`src/rtl/sup_pkg.sv`:
```
// Constants and carrier types for the supply/watchdog supervisor.
// Assumes a 250 MHz core clock; all times are converted to cycles here.
package sup_pkg;
  // ----------------------------------------
  // Clock and timing
  // ----------------------------------------
  localparam int CLK_MHZ = 250;
  localparam int PORST_MS = 200;
  localparam int PORST_CYC = PORST_MS * CLK_MHZ * 1000;
  localparam int WD_LONG_MS = 1400;
  localparam int WD_MID_MS = 600;
  localparam int WD_SHORT_MS = 200;
  localparam int WD_LONG_CYC = WD_LONG_MS * CLK_MHZ * 1000;
  localparam int WD_MID_CYC = WD_MID_MS * CLK_MHZ * 1000;
  localparam int WD_SHORT_CYC = WD_SHORT_MS * CLK_MHZ * 1000;
  localparam int NVW_MS = 5;
  localparam int NVW_CYC = NVW_MS * CLK_MHZ * 1000;
  localparam int CNT_W = 32;
  // ----------------------------------------
  // Opcodes and register layout
  // ----------------------------------------
  localparam logic [7:0] OP_UNLOCK = 8'h06;
  localparam logic [7:0] OP_LOCK = 8'h04;
  localparam logic [7:0] OP_PWRITE = 8'h01;
  localparam logic [7:0] OP_PREAD = 8'h05;
  localparam logic [7:0] OP_TRIP_A = 8'h03;
  localparam logic [7:0] OP_TRIP_B = 8'h02;
  localparam logic [7:0] TRIP_MID = 8'h00;
  localparam logic [7:0] TRIP_RAISE = 8'h01;
  localparam logic [7:0] TRIP_NATIVE = 8'h03;
  localparam int SEL_HI_BIT = 4;
  localparam int SEL_LO_BIT = 3;
  localparam logic [1:0] SEL_RESET = 2'h0;
  localparam logic [1:0] SEL_OFF = 2'h3;
  localparam logic [4:0] BITS_WRITE = 5'h10;
  localparam logic [4:0] BITS_TRIP = 5'h18;

  // SPI pin group after synchronisation
  typedef struct packed {
    logic sel_n;
    logic sck;
    logic si;
  } spi_pins_t;

  typedef enum logic [1:0] {TRIP_IDLE, TRIP_ARMED} trip_state_t;
endpackage : sup_pkg

```
`src/rtl/spi_watchdog_supervisor.sv`:
```
// Supply reset, watchdog and SPI mode-0 command slave in one block.
// Assumes SPI pins and the supply comparator are asynchronous to core_clk.
// Function
// RULE1: Power-up reset held until supply good 200ms
// RULE2: Low supply asserts reset, release after 200ms
// RULE3: Select falling edge restarts watchdog count
// RULE4: Period bits select 1.4s/600ms/200ms/off
// RULE5: Eight-bit register, only bits 4,3 meaningful
// RULE6: Host writes zeros outside bits 4,3
// RULE7: Write needs unlock first, then write
// RULE8: Opcode 06h unlocks, 04h locks
// RULE9: Unlock clears at power-up and write end
// RULE10: Write opcode 01h followed by one data byte
// RULE11: Read opcode 05h shifts register out
// RULE12: Read during write returns high on SO
// RULE13: Change applies only on correct select count
// RULE14: MSB first, sampled on rising SCK
// RULE15: SO changes on falling SCK edge
// RULE16: Static serial logic, SCK may pause
// RULE17: Standby after power-up, SO high impedance
// RULE18: Trip raise: 03 00 01 then 02 00 01
// RULE19: Trip native: same but final byte 03h
// RULE20: Reset low on low supply or watchdog expiry
// RULE21: Deselected: SO released, SCK SI ignored
// RULE22: Locked or miscounted write is discarded
// RULE23: Write busy lasts a parameter, then applies
`timescale 1ns/10ps
`default_nettype none
module spi_watchdog_supervisor
  import sup_pkg::*;
#(
  parameter int PORST_CYCLES = PORST_CYC,
  parameter int WD_LONG = WD_LONG_CYC,
  parameter int WD_MID = WD_MID_CYC,
  parameter int WD_SHORT = WD_SHORT_CYC,
  parameter int NVW_CYCLES = NVW_CYC
) (
  input wire logic core_clk,
  input wire logic sys_rst,
  input wire logic select_kick_in,
  input wire logic sck_in,
  input wire logic si_in,
  input wire logic supply_low_in,
  input wire logic trip_prog_enable,
  output logic so_out,
  output logic so_oe_n,
  output logic reset_out,
  output logic reset_oe_n,
  output logic trip_raise_pulse,
  output logic trip_native_pulse,
  output logic nv_busy
);
  // ----------------------------------------
  // Input synchronisers
  // ----------------------------------------
  spi_pins_t pins_s1_r, pins_r, pins_d_r;
  logic low_s1_r, low_r;
  always_ff @(posedge core_clk or posedge sys_rst) begin
    if (sys_rst) begin
      pins_s1_r <= '{sel_n: 1'b1, sck: 1'b0, si: 1'b0};
      pins_r <= '{sel_n: 1'b1, sck: 1'b0, si: 1'b0};
      pins_d_r <= '{sel_n: 1'b1, sck: 1'b0, si: 1'b0};
      low_s1_r <= 1'b1;
      low_r <= 1'b1;
    end else begin
      pins_s1_r <= '{sel_n: select_kick_in, sck: sck_in, si: si_in};
      pins_r <= pins_s1_r;
      pins_d_r <= pins_r;
      low_s1_r <= supply_low_in;
      low_r <= low_s1_r;
    end
  end

  // Edges compare the second and third stages; the first stage is never read here
  wire logic sel_fall = pins_d_r.sel_n & ~pins_r.sel_n;
  wire logic sel_rise = ~pins_d_r.sel_n & pins_r.sel_n;
  wire logic active = ~pins_r.sel_n & ~pins_d_r.sel_n;
  // RULE14 rising SCK sample
  wire logic sck_rise = active & pins_r.sck & ~pins_d_r.sck;
  // RULE15 falling SCK shift
  wire logic sck_fall = active & ~pins_r.sck & pins_d_r.sck;

  // ----------------------------------------
  // Supply-good delay (power-on and brownout)
  // ----------------------------------------
  logic [CNT_W-1:0] por_cnt_r;
  logic supply_ok_r;
  // RULE1 RULE2 continuous 200ms good supply
  always_ff @(posedge core_clk or posedge sys_rst) begin
    if (sys_rst) begin
      por_cnt_r <= '0;
      supply_ok_r <= 1'b0;
    end else if (low_r) begin
      por_cnt_r <= '0;
      supply_ok_r <= 1'b0;
    end else if (por_cnt_r == CNT_W'(PORST_CYCLES - 1)) begin
      supply_ok_r <= 1'b1;
    end else begin
      por_cnt_r <= por_cnt_r + 1'b1;
    end
  end

  // ----------------------------------------
  // Timeout register and watchdog
  // ----------------------------------------
  logic [1:0] period_sel_r;
  logic [CNT_W-1:0] wd_cnt_r;
  logic wd_expired_r;

  function automatic logic [CNT_W-1:0] wd_limit(input logic [1:0] sel);
    // RULE4 period decode
    unique case (sel)
      2'h0: wd_limit = CNT_W'(WD_LONG);
      2'h1: wd_limit = CNT_W'(WD_MID);
      2'h2: wd_limit = CNT_W'(WD_SHORT);
      2'h3: wd_limit = '0;
    endcase
  endfunction : wd_limit

  wire logic wd_on = (period_sel_r != SEL_OFF);
  // Watchdog only runs once the supply reset has released
  always_ff @(posedge core_clk or posedge sys_rst) begin
    if (sys_rst) begin
      wd_cnt_r <= '0;
      wd_expired_r <= 1'b0;
    // RULE3 kick restarts count
    end else if (sel_fall | ~wd_on | ~supply_ok_r) begin
      wd_cnt_r <= '0;
      wd_expired_r <= 1'b0;
    // Compared with >= so a shorter period chosen mid-count expires at once
    end else if (wd_cnt_r >= wd_limit(period_sel_r) - 1'b1) begin
      wd_expired_r <= 1'b1;
    end else begin
      wd_cnt_r <= wd_cnt_r + 1'b1;
    end
  end

  // RULE20 reset on low supply or expiry
  wire logic reset_assert = ~supply_ok_r | wd_expired_r;
  assign reset_out = 1'b0;
  assign reset_oe_n = ~reset_assert;

  // ----------------------------------------
  // Serial command decoder
  // ----------------------------------------
  logic [4:0] bit_cnt_r;
  logic [7:0] shift_r;
  logic [7:0] opcode_r;
  logic [7:0] data_r;
  logic unlock_r;
  logic so_r;
  logic so_en_r;
  logic [1:0] pend_sel_r;
  logic [CNT_W-1:0] nvw_cnt_r;
  trip_state_t trip_st_r;
  logic [7:0] pend_b3_r;

  wire logic [7:0] shift_nxt = {shift_r[6:0], pins_r.si};
  wire logic byte_done = sck_rise & (bit_cnt_r[2:0] == 3'h7);
  wire logic op_done = byte_done & (bit_cnt_r[4:3] == 2'h0);
  // RULE5 RULE11 reserved bits read zero
  wire logic [7:0] reg_view = {3'h0, period_sel_r[1], period_sel_r[0], 3'h0};
  wire logic [7:0] rd_byte = nv_busy ? 8'hff : reg_view;
  // RULE13 RULE22 commit only at exactly 16 bits
  // Busy writes are refused so pend_sel_r cannot change mid-cycle
  wire logic write_ok = sel_rise & (opcode_r == OP_PWRITE) & (bit_cnt_r == BITS_WRITE) & unlock_r & ~nv_busy;
  wire logic trip_frame = sel_rise & (bit_cnt_r == BITS_TRIP) & (data_r == TRIP_MID);
  wire logic nvw_end = nv_busy & (nvw_cnt_r == CNT_W'(NVW_CYCLES - 1));

  // RULE16 position kept across SCK pauses
  always_ff @(posedge core_clk or posedge sys_rst) begin
    if (sys_rst) begin
      bit_cnt_r <= '0;
      shift_r <= '0;
      opcode_r <= '0;
      data_r <= '0;
      pend_b3_r <= '0;
    end else if (sel_fall) begin
      bit_cnt_r <= '0;
      opcode_r <= '0;
    end else if (sck_rise) begin
      shift_r <= shift_nxt;
      if (bit_cnt_r != 5'h1f) begin
        bit_cnt_r <= bit_cnt_r + 1'b1;
      end
      if (op_done) begin
        opcode_r <= shift_nxt;
      end else if (byte_done && bit_cnt_r[4:3] == 2'h1) begin
        data_r <= shift_nxt;
      end else if (byte_done && bit_cnt_r[4:3] == 2'h2) begin
        pend_b3_r <= shift_nxt;
      end
    end
  end

  // RULE8 RULE9 unlock latch
  // An unlock in the cycle that ends a write wins over the auto-clear
  always_ff @(posedge core_clk or posedge sys_rst) begin
    if (sys_rst) begin
      unlock_r <= 1'b0;
    end else if (op_done && shift_nxt == OP_UNLOCK) begin
      unlock_r <= 1'b1;
    end else if (nvw_end) begin
      unlock_r <= 1'b0;
    end else if (op_done && shift_nxt == OP_LOCK) begin
      unlock_r <= 1'b0;
    end
  end

  // RULE7 RULE10 RULE23 write cycle with busy flag
  always_ff @(posedge core_clk or posedge sys_rst) begin
    if (sys_rst) begin
      nv_busy <= 1'b0;
      nvw_cnt_r <= '0;
      pend_sel_r <= SEL_RESET;
      period_sel_r <= SEL_RESET;
    end else if (write_ok) begin
      nv_busy <= 1'b1;
      nvw_cnt_r <= '0;
      pend_sel_r <= {data_r[SEL_HI_BIT], data_r[SEL_LO_BIT]};
    end else if (nvw_end) begin
      nv_busy <= 1'b0;
      period_sel_r <= pend_sel_r;
    end else if (nv_busy) begin
      nvw_cnt_r <= nvw_cnt_r + 1'b1;
    end
  end

  // RULE11 RULE12 RULE15 read data on falling SCK
  always_ff @(posedge core_clk or posedge sys_rst) begin
    if (sys_rst) begin
      so_r <= 1'b0;
      so_en_r <= 1'b0;
    end else if (pins_r.sel_n) begin
      so_en_r <= 1'b0;
    end else if (sck_fall && opcode_r == OP_PREAD && bit_cnt_r[4:3] == 2'h1) begin
      so_en_r <= 1'b1;
      so_r <= rd_byte[3'h7 - bit_cnt_r[2:0]];
    end else if (sck_fall && opcode_r == OP_PREAD && bit_cnt_r == BITS_WRITE) begin
      so_r <= rd_byte[0];
    end
  end
  // RULE17 RULE21 SO released while deselected
  assign so_out = so_r;
  assign so_oe_n = ~(so_en_r & ~pins_r.sel_n);

  // RULE18 RULE19 two-frame trip programming
  always_ff @(posedge core_clk or posedge sys_rst) begin
    if (sys_rst) begin
      trip_st_r <= TRIP_IDLE;
      trip_raise_pulse <= 1'b0;
      trip_native_pulse <= 1'b0;
    end else begin
      trip_raise_pulse <= 1'b0;
      trip_native_pulse <= 1'b0;
      if (sel_rise) begin
        unique case (trip_st_r)
          TRIP_IDLE: begin
            if (trip_frame && opcode_r == OP_TRIP_A && pend_b3_r == TRIP_RAISE) begin
              trip_st_r <= TRIP_ARMED;
            end
          end
          TRIP_ARMED: begin
            trip_st_r <= TRIP_IDLE;
            if (trip_frame && opcode_r == OP_TRIP_B && trip_prog_enable) begin
              trip_raise_pulse <= (pend_b3_r == TRIP_RAISE);
              trip_native_pulse <= (pend_b3_r == TRIP_NATIVE);
            end
          end
          default: trip_st_r <= TRIP_IDLE;
        endcase
      end
    end
  end

  // ----------------------------------------
  // Checks
  // ----------------------------------------
  // RULE2 low supply reset
  chk_reset_low_supply: assert property (@(posedge core_clk) disable iff (sys_rst) // RULE2
    low_r |=> ##1 !reset_oe_n) else $error("reset not asserted on low supply");
  // RULE22 locked write dropped
  chk_write_needs_unlock: assert property (@(posedge core_clk) disable iff (sys_rst) // RULE22
    (sel_rise && !unlock_r) |=> !$rose(nv_busy)) else $error("locked write started");
  // RULE12 busy read high
  chk_busy_reads_high: assert property (@(posedge core_clk) disable iff (sys_rst) // RULE12
    (nv_busy && !so_oe_n && $past(sck_fall) && opcode_r == OP_PREAD) |-> so_out)
    else $error("read during write not high");
  // RULE21 deselect releases SO
  chk_deselect_release: assert property (@(posedge core_clk) disable iff (sys_rst) // RULE21
    pins_r.sel_n |=> (so_oe_n && !so_en_r)) else $error("SO driven while deselected");
  // RULE9 write end relocks
  chk_unlock_clears: assert property (@(posedge core_clk) disable iff (sys_rst) // RULE9
    (nvw_end && !(op_done && shift_nxt == OP_UNLOCK)) |=> !unlock_r)
    else $error("unlock kept after write");
  // RULE3 kick restarts count
  chk_kick_restarts: assert property (@(posedge core_clk) disable iff (sys_rst) // RULE3
    sel_fall |=> wd_cnt_r == '0) else $error("kick did not restart");
  // RULE4 off never expires
  chk_wd_off_quiet: assert property (@(posedge core_clk) disable iff (sys_rst) // RULE4
    (period_sel_r == SEL_OFF) |=> !wd_expired_r) else $error("disabled watchdog expired");
  // RULE20 expiry drives reset
  chk_expiry_resets: assert property (@(posedge core_clk) disable iff (sys_rst) // RULE20
    (wd_on && supply_ok_r && !sel_fall && wd_cnt_r == wd_limit(period_sel_r) - 1'b1) |=> !reset_oe_n)
    else $error("expiry without reset");
endmodule : spi_watchdog_supervisor
`default_nettype wire

```
`config.mk`:
```
export PLATFORM = sky130hd
export DESIGN_NAME = spi_watchdog_supervisor
export DESIGN_NICKNAME = d
export VERILOG_FILES = /design/src/rtl/sup_pkg.sv /design/src/rtl/spi_watchdog_supervisor.sv
export SDC_FILE = /design/constraint.sdc
export NUM_CORES = 1
export LEC_CHECK = 0
export BUFFER_PORTS_ARGS = -buffer_cell sky130_fd_sc_hd__buf_2
export CORE_ASPECT_RATIO = 0.9
export CORE_UTILIZATION = 60
export DETAILED_ROUTE_END_ITERATION = 10
export PLACE_DENSITY = 0.77
export SYNTH_ARGS = -nofsm -noshare
export SYNTH_HDL_FRONTEND = slang
export SYNTH_SLANG_ARGS = --single-unit
```
`constraint.sdc`:
```
create_clock -name core_clk -period 7.2 [get_ports core_clk]
set_input_delay 0.36 -clock core_clk [delete_from_list [all_inputs] [get_ports core_clk]]
set_output_delay 0.36 -clock core_clk [all_outputs]
set_load 0.01 [all_outputs]
```
Word level (Yosys, flattened, before mapping). Cells that the tools add are included.

Input port bits: 7. Bits in read-only memories: 0. Register bits after elaboration: 156. Memories: 0. Memory bits (writable): 0. Output and inout port bits: 7. Bits in latches: 0. Word-level logic and storage cells: 168.

Equality and inequality tests: 25. Add/sub/neg operators: 6. Order comparisons: 2. Muxes and demuxes: 39. Div/mod/pow operators: 0. Bitwise logic cells: 33. Reductions and logical operators: 34. Shifts and indexed selects: 0. Multiply operators: 0.

Operator list (count): $mux 32 (8); $pmux 32 s4 (1); $add 32x1->32 const B (3); $eq 32x21->1 const B (1); $eq 32x26->1 const B (1); $ge 32x32->1 (1); $mux 8 (4); $sub 32x1->32 const B (1); $eq 8x2->1 const B (3); $eq 8x3->1 const B (3); $mux 1 (20); $reduce_bool 2->1 (9); $and 1x1->1 (17); $eq 8x1->1 const B (2); $mux 5 (3); $reduce_and 2->1 (7); $not 1->1 (13); $logic_and 1x1->1 (11); $eq 5x5->1 const B (2); $ne 2x2->1 const B (5); $logic_not 8->1 (1); $eq 2x1->1 const B (3); $eq 2x2->1 const B (3); $logic_not 2->1 (3); other kinds (11) (14).

Depth between registers and ports, before layout.
Depth in word-level cells: 10. Gate-level depth with buffers: 12. Mapped depth without buffers: 10.

Least setup slack after synthesis. OpenSTA, ideal clock, no wires.

Path type: flip-flop to flip-flop. Start: register period_sel_r[0]. End: register wd_cnt_r[26]. Clock period less this slack: 3137 ps. Buffers on the path: 1. Setup slack: 4063 ps. Cell stages (with the launch flop): 11. Required time: 7122 ps. Setup time: 78 ps. Data arrival time: 3059 ps. Path through: dfrtp_1 -> ha_1 -> xor2_1 -> ha_1 -> a211o_1 -> a32o_1 -> a221o_1 -> or4_1 -> buf_2 -> or4_1 -> a21oi_1.

Longest elaborated chain between the ends: 6. Elaborated cells on any way between the ends: 14. Those cells by class: 1 x add/sub; 1 x order compare; 5 x eq/ne; 3 x mux; 3 x bitwise; 1 x reduce/logical.

Ends and longest elaborated chain: start: declaration (line spi_watchdog_supervisor.sv:106) `logic [1:0] period_sel_r;`; start signal: assignment (line spi_watchdog_supervisor.sv:223) `period_sel_r <= pend_sel_r;`; $eq 2x2->1, or another cell as far along (line spi_watchdog_supervisor.sv:112) `unique case (sel)`; $pmux 32 s4 (line spi_watchdog_supervisor.sv:112); $mux 32 (line spi_watchdog_supervisor.sv:127) `end else if (sel_fall | ~wd_on | ~supply_ok_r) begin`; $sub 32x1->32 (line spi_watchdog_supervisor.sv:131) `end else if (wd_cnt_r >= wd_limit(period_sel_r) - 1'b1) begin`; $ge 32x32->1 (line spi_watchdog_supervisor.sv:131); $ne 2x2->1 (no line); end signal: assignment (line spi_watchdog_supervisor.sv:134) `wd_cnt_r <= wd_cnt_r + 1'b1;`; end: declaration (line spi_watchdog_supervisor.sv:107) `logic [CNT_W-1:0] wd_cnt_r;`.

Parallel ways exist; a longest one is shown, timed or not. The select of a mux whose other input is x is not followed. A chain may end at the register's enable or synchronous reset.

Worst setup path in the final report.
Start: register period_sel_r[0]. End: register wd_cnt_r[11].

The elaborated chain is that of the path after synthesis.

==> impl_metrics.toml <==
[floorplanning]
placementRows = 40
fp.dieH_um = 113
die_w_um = 125
top_level_ports = 14
start_util_pct = 61.3
dieArea_sq_um = 14100
design.core.area_sq_um = 13300

[drt]
routedWlPerCell_um = 16.5
drtIter0Drc = 502
dr.pass1.iters = 10
antenna_left = 0
avgViaCountPerCell = 6.13
via_count = 6317
routed_wl_mm = 17.0
drc = 3

[synth]
syn_nets = 886
synth_area_leaders = "dfrtp_1, ha_1, nor2_1"
synth_cells = 841
syn_area_per_cell_sq_um = 9.70
synth_ff_type = "dfrtp_1"
synth_enable_flop_cells = 0
ys_types = 55
yosysTopAreaCellShare_pct = 46.0
yosysTopAreaCell = "dfrtp_1"
ys_ff_latch = 155
syn-cell-area_sq_um = 8160
ys_seq_area_share_pct = 47.6
synth_warnings = 0
synthArstFlopShare_pct = 100

[final_layout]
layout_commonest_cell = "dfrtp_1"
n_antenna_cell = 0
layout.nets = 894
mostFrequentLayoutCells = "dfrtp_1, nor2_1, nand2_1"
syn_to_final_growth_pct = 10.3
drive_gt1_share_pct = 10.9

[timing]
period_minus_slack_ps = 3620
rsz0062_at_grt = "false"
tightest_slew_ps = 1080
clock_skew_ps = 11.1
slew_viol_final = 0
slew_headroom_pct = 27.1
fin_crit_sh_pct = 50.3
fmax_mhz = 276
setup_slack_ps = 3580
hold_violations = 0
finalSetupTns_ps = 0
final-setup-viol-count = 0

[pwr]
power.leakage_nw = 3.94
p_per_area_nw_per_um2 = 210
vdd_drop_max_mv = 0.190

[worst_hold_path]
worstHoldPathType = "in2async"

[clock_network]
cts_buffer_depth = 2
ctsResizeCount = 0
h-tree-depth = 4
cts_setup_buffers = 0
clock-root-buffer = "clkbuf_16"
cts_sinks = 155
clkLatencyLatePin_ps = 440
clkSlewWorstSetupHoldPaths_ps = 70
hold_buffers = 1
cts_buffers = 17
cts_tree = "built"

[global_routing]
grt.total_usage_pct = 26.2
grt_first_pass_wirelength_mm = 29.6
antenna_found_initial = 0
grt_max_degree = 87
grt_pass1_vias = 6202
grt-ovfl-total = 0

[placed_design]
pre_cts_slack_ps = 3600
port_buffers = 12
dpl.hpwl_mm = 11.3
gp_congestion = 0.888

[critical_path]
critical_path.max_fanout = 20
crit_arrival_ps = 3960
critPathRequiredTime_ps = 7540
start_kind = "register"
cp-end-kind = "register"
critical_path_class = "reg2reg"

[flow_run]
drv_cap = 0

[run_status]
run_status = "complete, but fails checks"
violations = "design-rule violations"
[where the power goes]
part	switching, mW	total [mW]	internal (mW)
combinational	0.0256	0.0408	0.0151
sequential	0.0247	0.912	0.887
clock	0.409	0.940	0.531
total	0.459	1.89	1.43
[per-stage QoR]
step / hold slack (ps) / power, mW / util [%] / instances / instance area [sq um]
2_1_floorplan: 331 / 0.952 / - / 841 / 8160
3_3_place_gp: 335 / 0.967 / 62.8 / 997 / 8360
3_5_place_dp: 340 / 0.969 / 62.8 / 997 / 8360
4_1_cts: 11.3 / 1.91 / 67.6 / 1030 / 9000
5_1_grt: 13.3 / 1.95 / 67.6 / 1030 / 9000
6_report: 3.07 / 1.89 / 67.6 / 1030 / 9000
[final cells by class]
| class | count | area [sq um] |
|---|---|---|
| Timing Repair Buffer | 19 | 115 |
| Fill cell | 985 | 4310 |
| Tap cell | 168 | 210 |
| Clock buffer | 17 | 425 |
| Inverter | 20 | 80.1 |
| Multi-Input combinational cell | 636 | 4080 |
| Clock inverter | 15 | 201 |
| Sequential cell | 155 | 3880 |
[sequential cells by signal (all words and copies together), names as in the netlist, 2 cells and up]
| signal | flops |
|---|---|
| pins_r | 3 |
| pend_b3_r | 8 |
| pins_s1_r | 3 |
| opcode_r | 8 |
| period_sel_r | 2 |
| pins_d_r | 2 |
| nvw_cnt_r | 32 |
| wd_cnt_r | 32 |
| por_cnt_r | 32 |
| data_r | 8 |
| bit_cnt_r | 5 |
| pend_sel_r | 2 |
| shift_r | 7 |
[synthesized netlist by cell type, types with 3 or more instances]
master	number
nor2b_1	5
or3_1	10
a31oi_1	6
nor4b_1	10
dfrtp_1	150
xnor2_1	28
nand4_1	22
nand2b_1	12
dfstp_2	5
xor2_1	26
nand3_1	57
clkbuf_1	27
nand2_1	84
or4_1	17
a21o_1	3
nor4_1	25
o21a_1	3
ha_1	38
a31o_2	3
and3_1	16
inv_1	20
or2_2	3
a21oi_1	31
and4_1	5
mux2_2	26
and2_1	10
mux2i_1	13
o31ai_1	14
nor3_1	25
nor2_1	94
o21ai_0	26
[cells by family after synthesis]
family / synth area share, %
AND/OR/NAND/NOR: 25.6
flip-flops: 47.6
AO/OA/AOI/OAI: 7.52
XOR/XNOR: 5.80
buffers and inverters: 2.45
multiplexers: 5.18
adder cells (fa/ha/maj): 5.83
other: 0.0460
[worst paths after layout]
kind | from | to | slack (ps) | depth (start not counted)
max | period_sel_r[0]$_DFFE_PP0P_ | wd_cnt_r[11]$_DFFE_PP0P_ | 3580 | 8
min | sys_rst | por_cnt_r[0]$_DFFE_PP0P_ | 3 | 2
max reg2reg | period_sel_r[0]$_DFFE_PP0P_ | wd_cnt_r[11]$_DFFE_PP0P_ | 3580 | 8
min reg2reg | pins_s1_r[1]$_DFF_PP0_ | pins_r[1]$_DFF_PP0_ | 350 | 0
max in group asynchronous | sys_rst | wd_cnt_r[3]$_DFFE_PP0P_ | 5680 | 3
min in group core_clk | select_kick_in | pins_s1_r[2]$_DFF_PP1_ | 20 | 1
[worst max-delay path, cell delays in order (launching register included)]
cell and delay, ps:
dfrtp_1 460, ha_1 280, xor2_1 410, ha_1 320, a32o_1 280, a221oi_1 390
nand3_1 550, or4_1 660, a21oi_1 160
[metal layers]
metal	vias to the layer above	part of all wire, %	global-route usage [%]
met5	-	0	0
met4	0	1.7	10.1
met3	32	3.9	5.20
met2	146	49	42.7
met1	3107	46	34.9
li1	3032	-	-
Note: power is estimated with default switching activity, not from simulation.
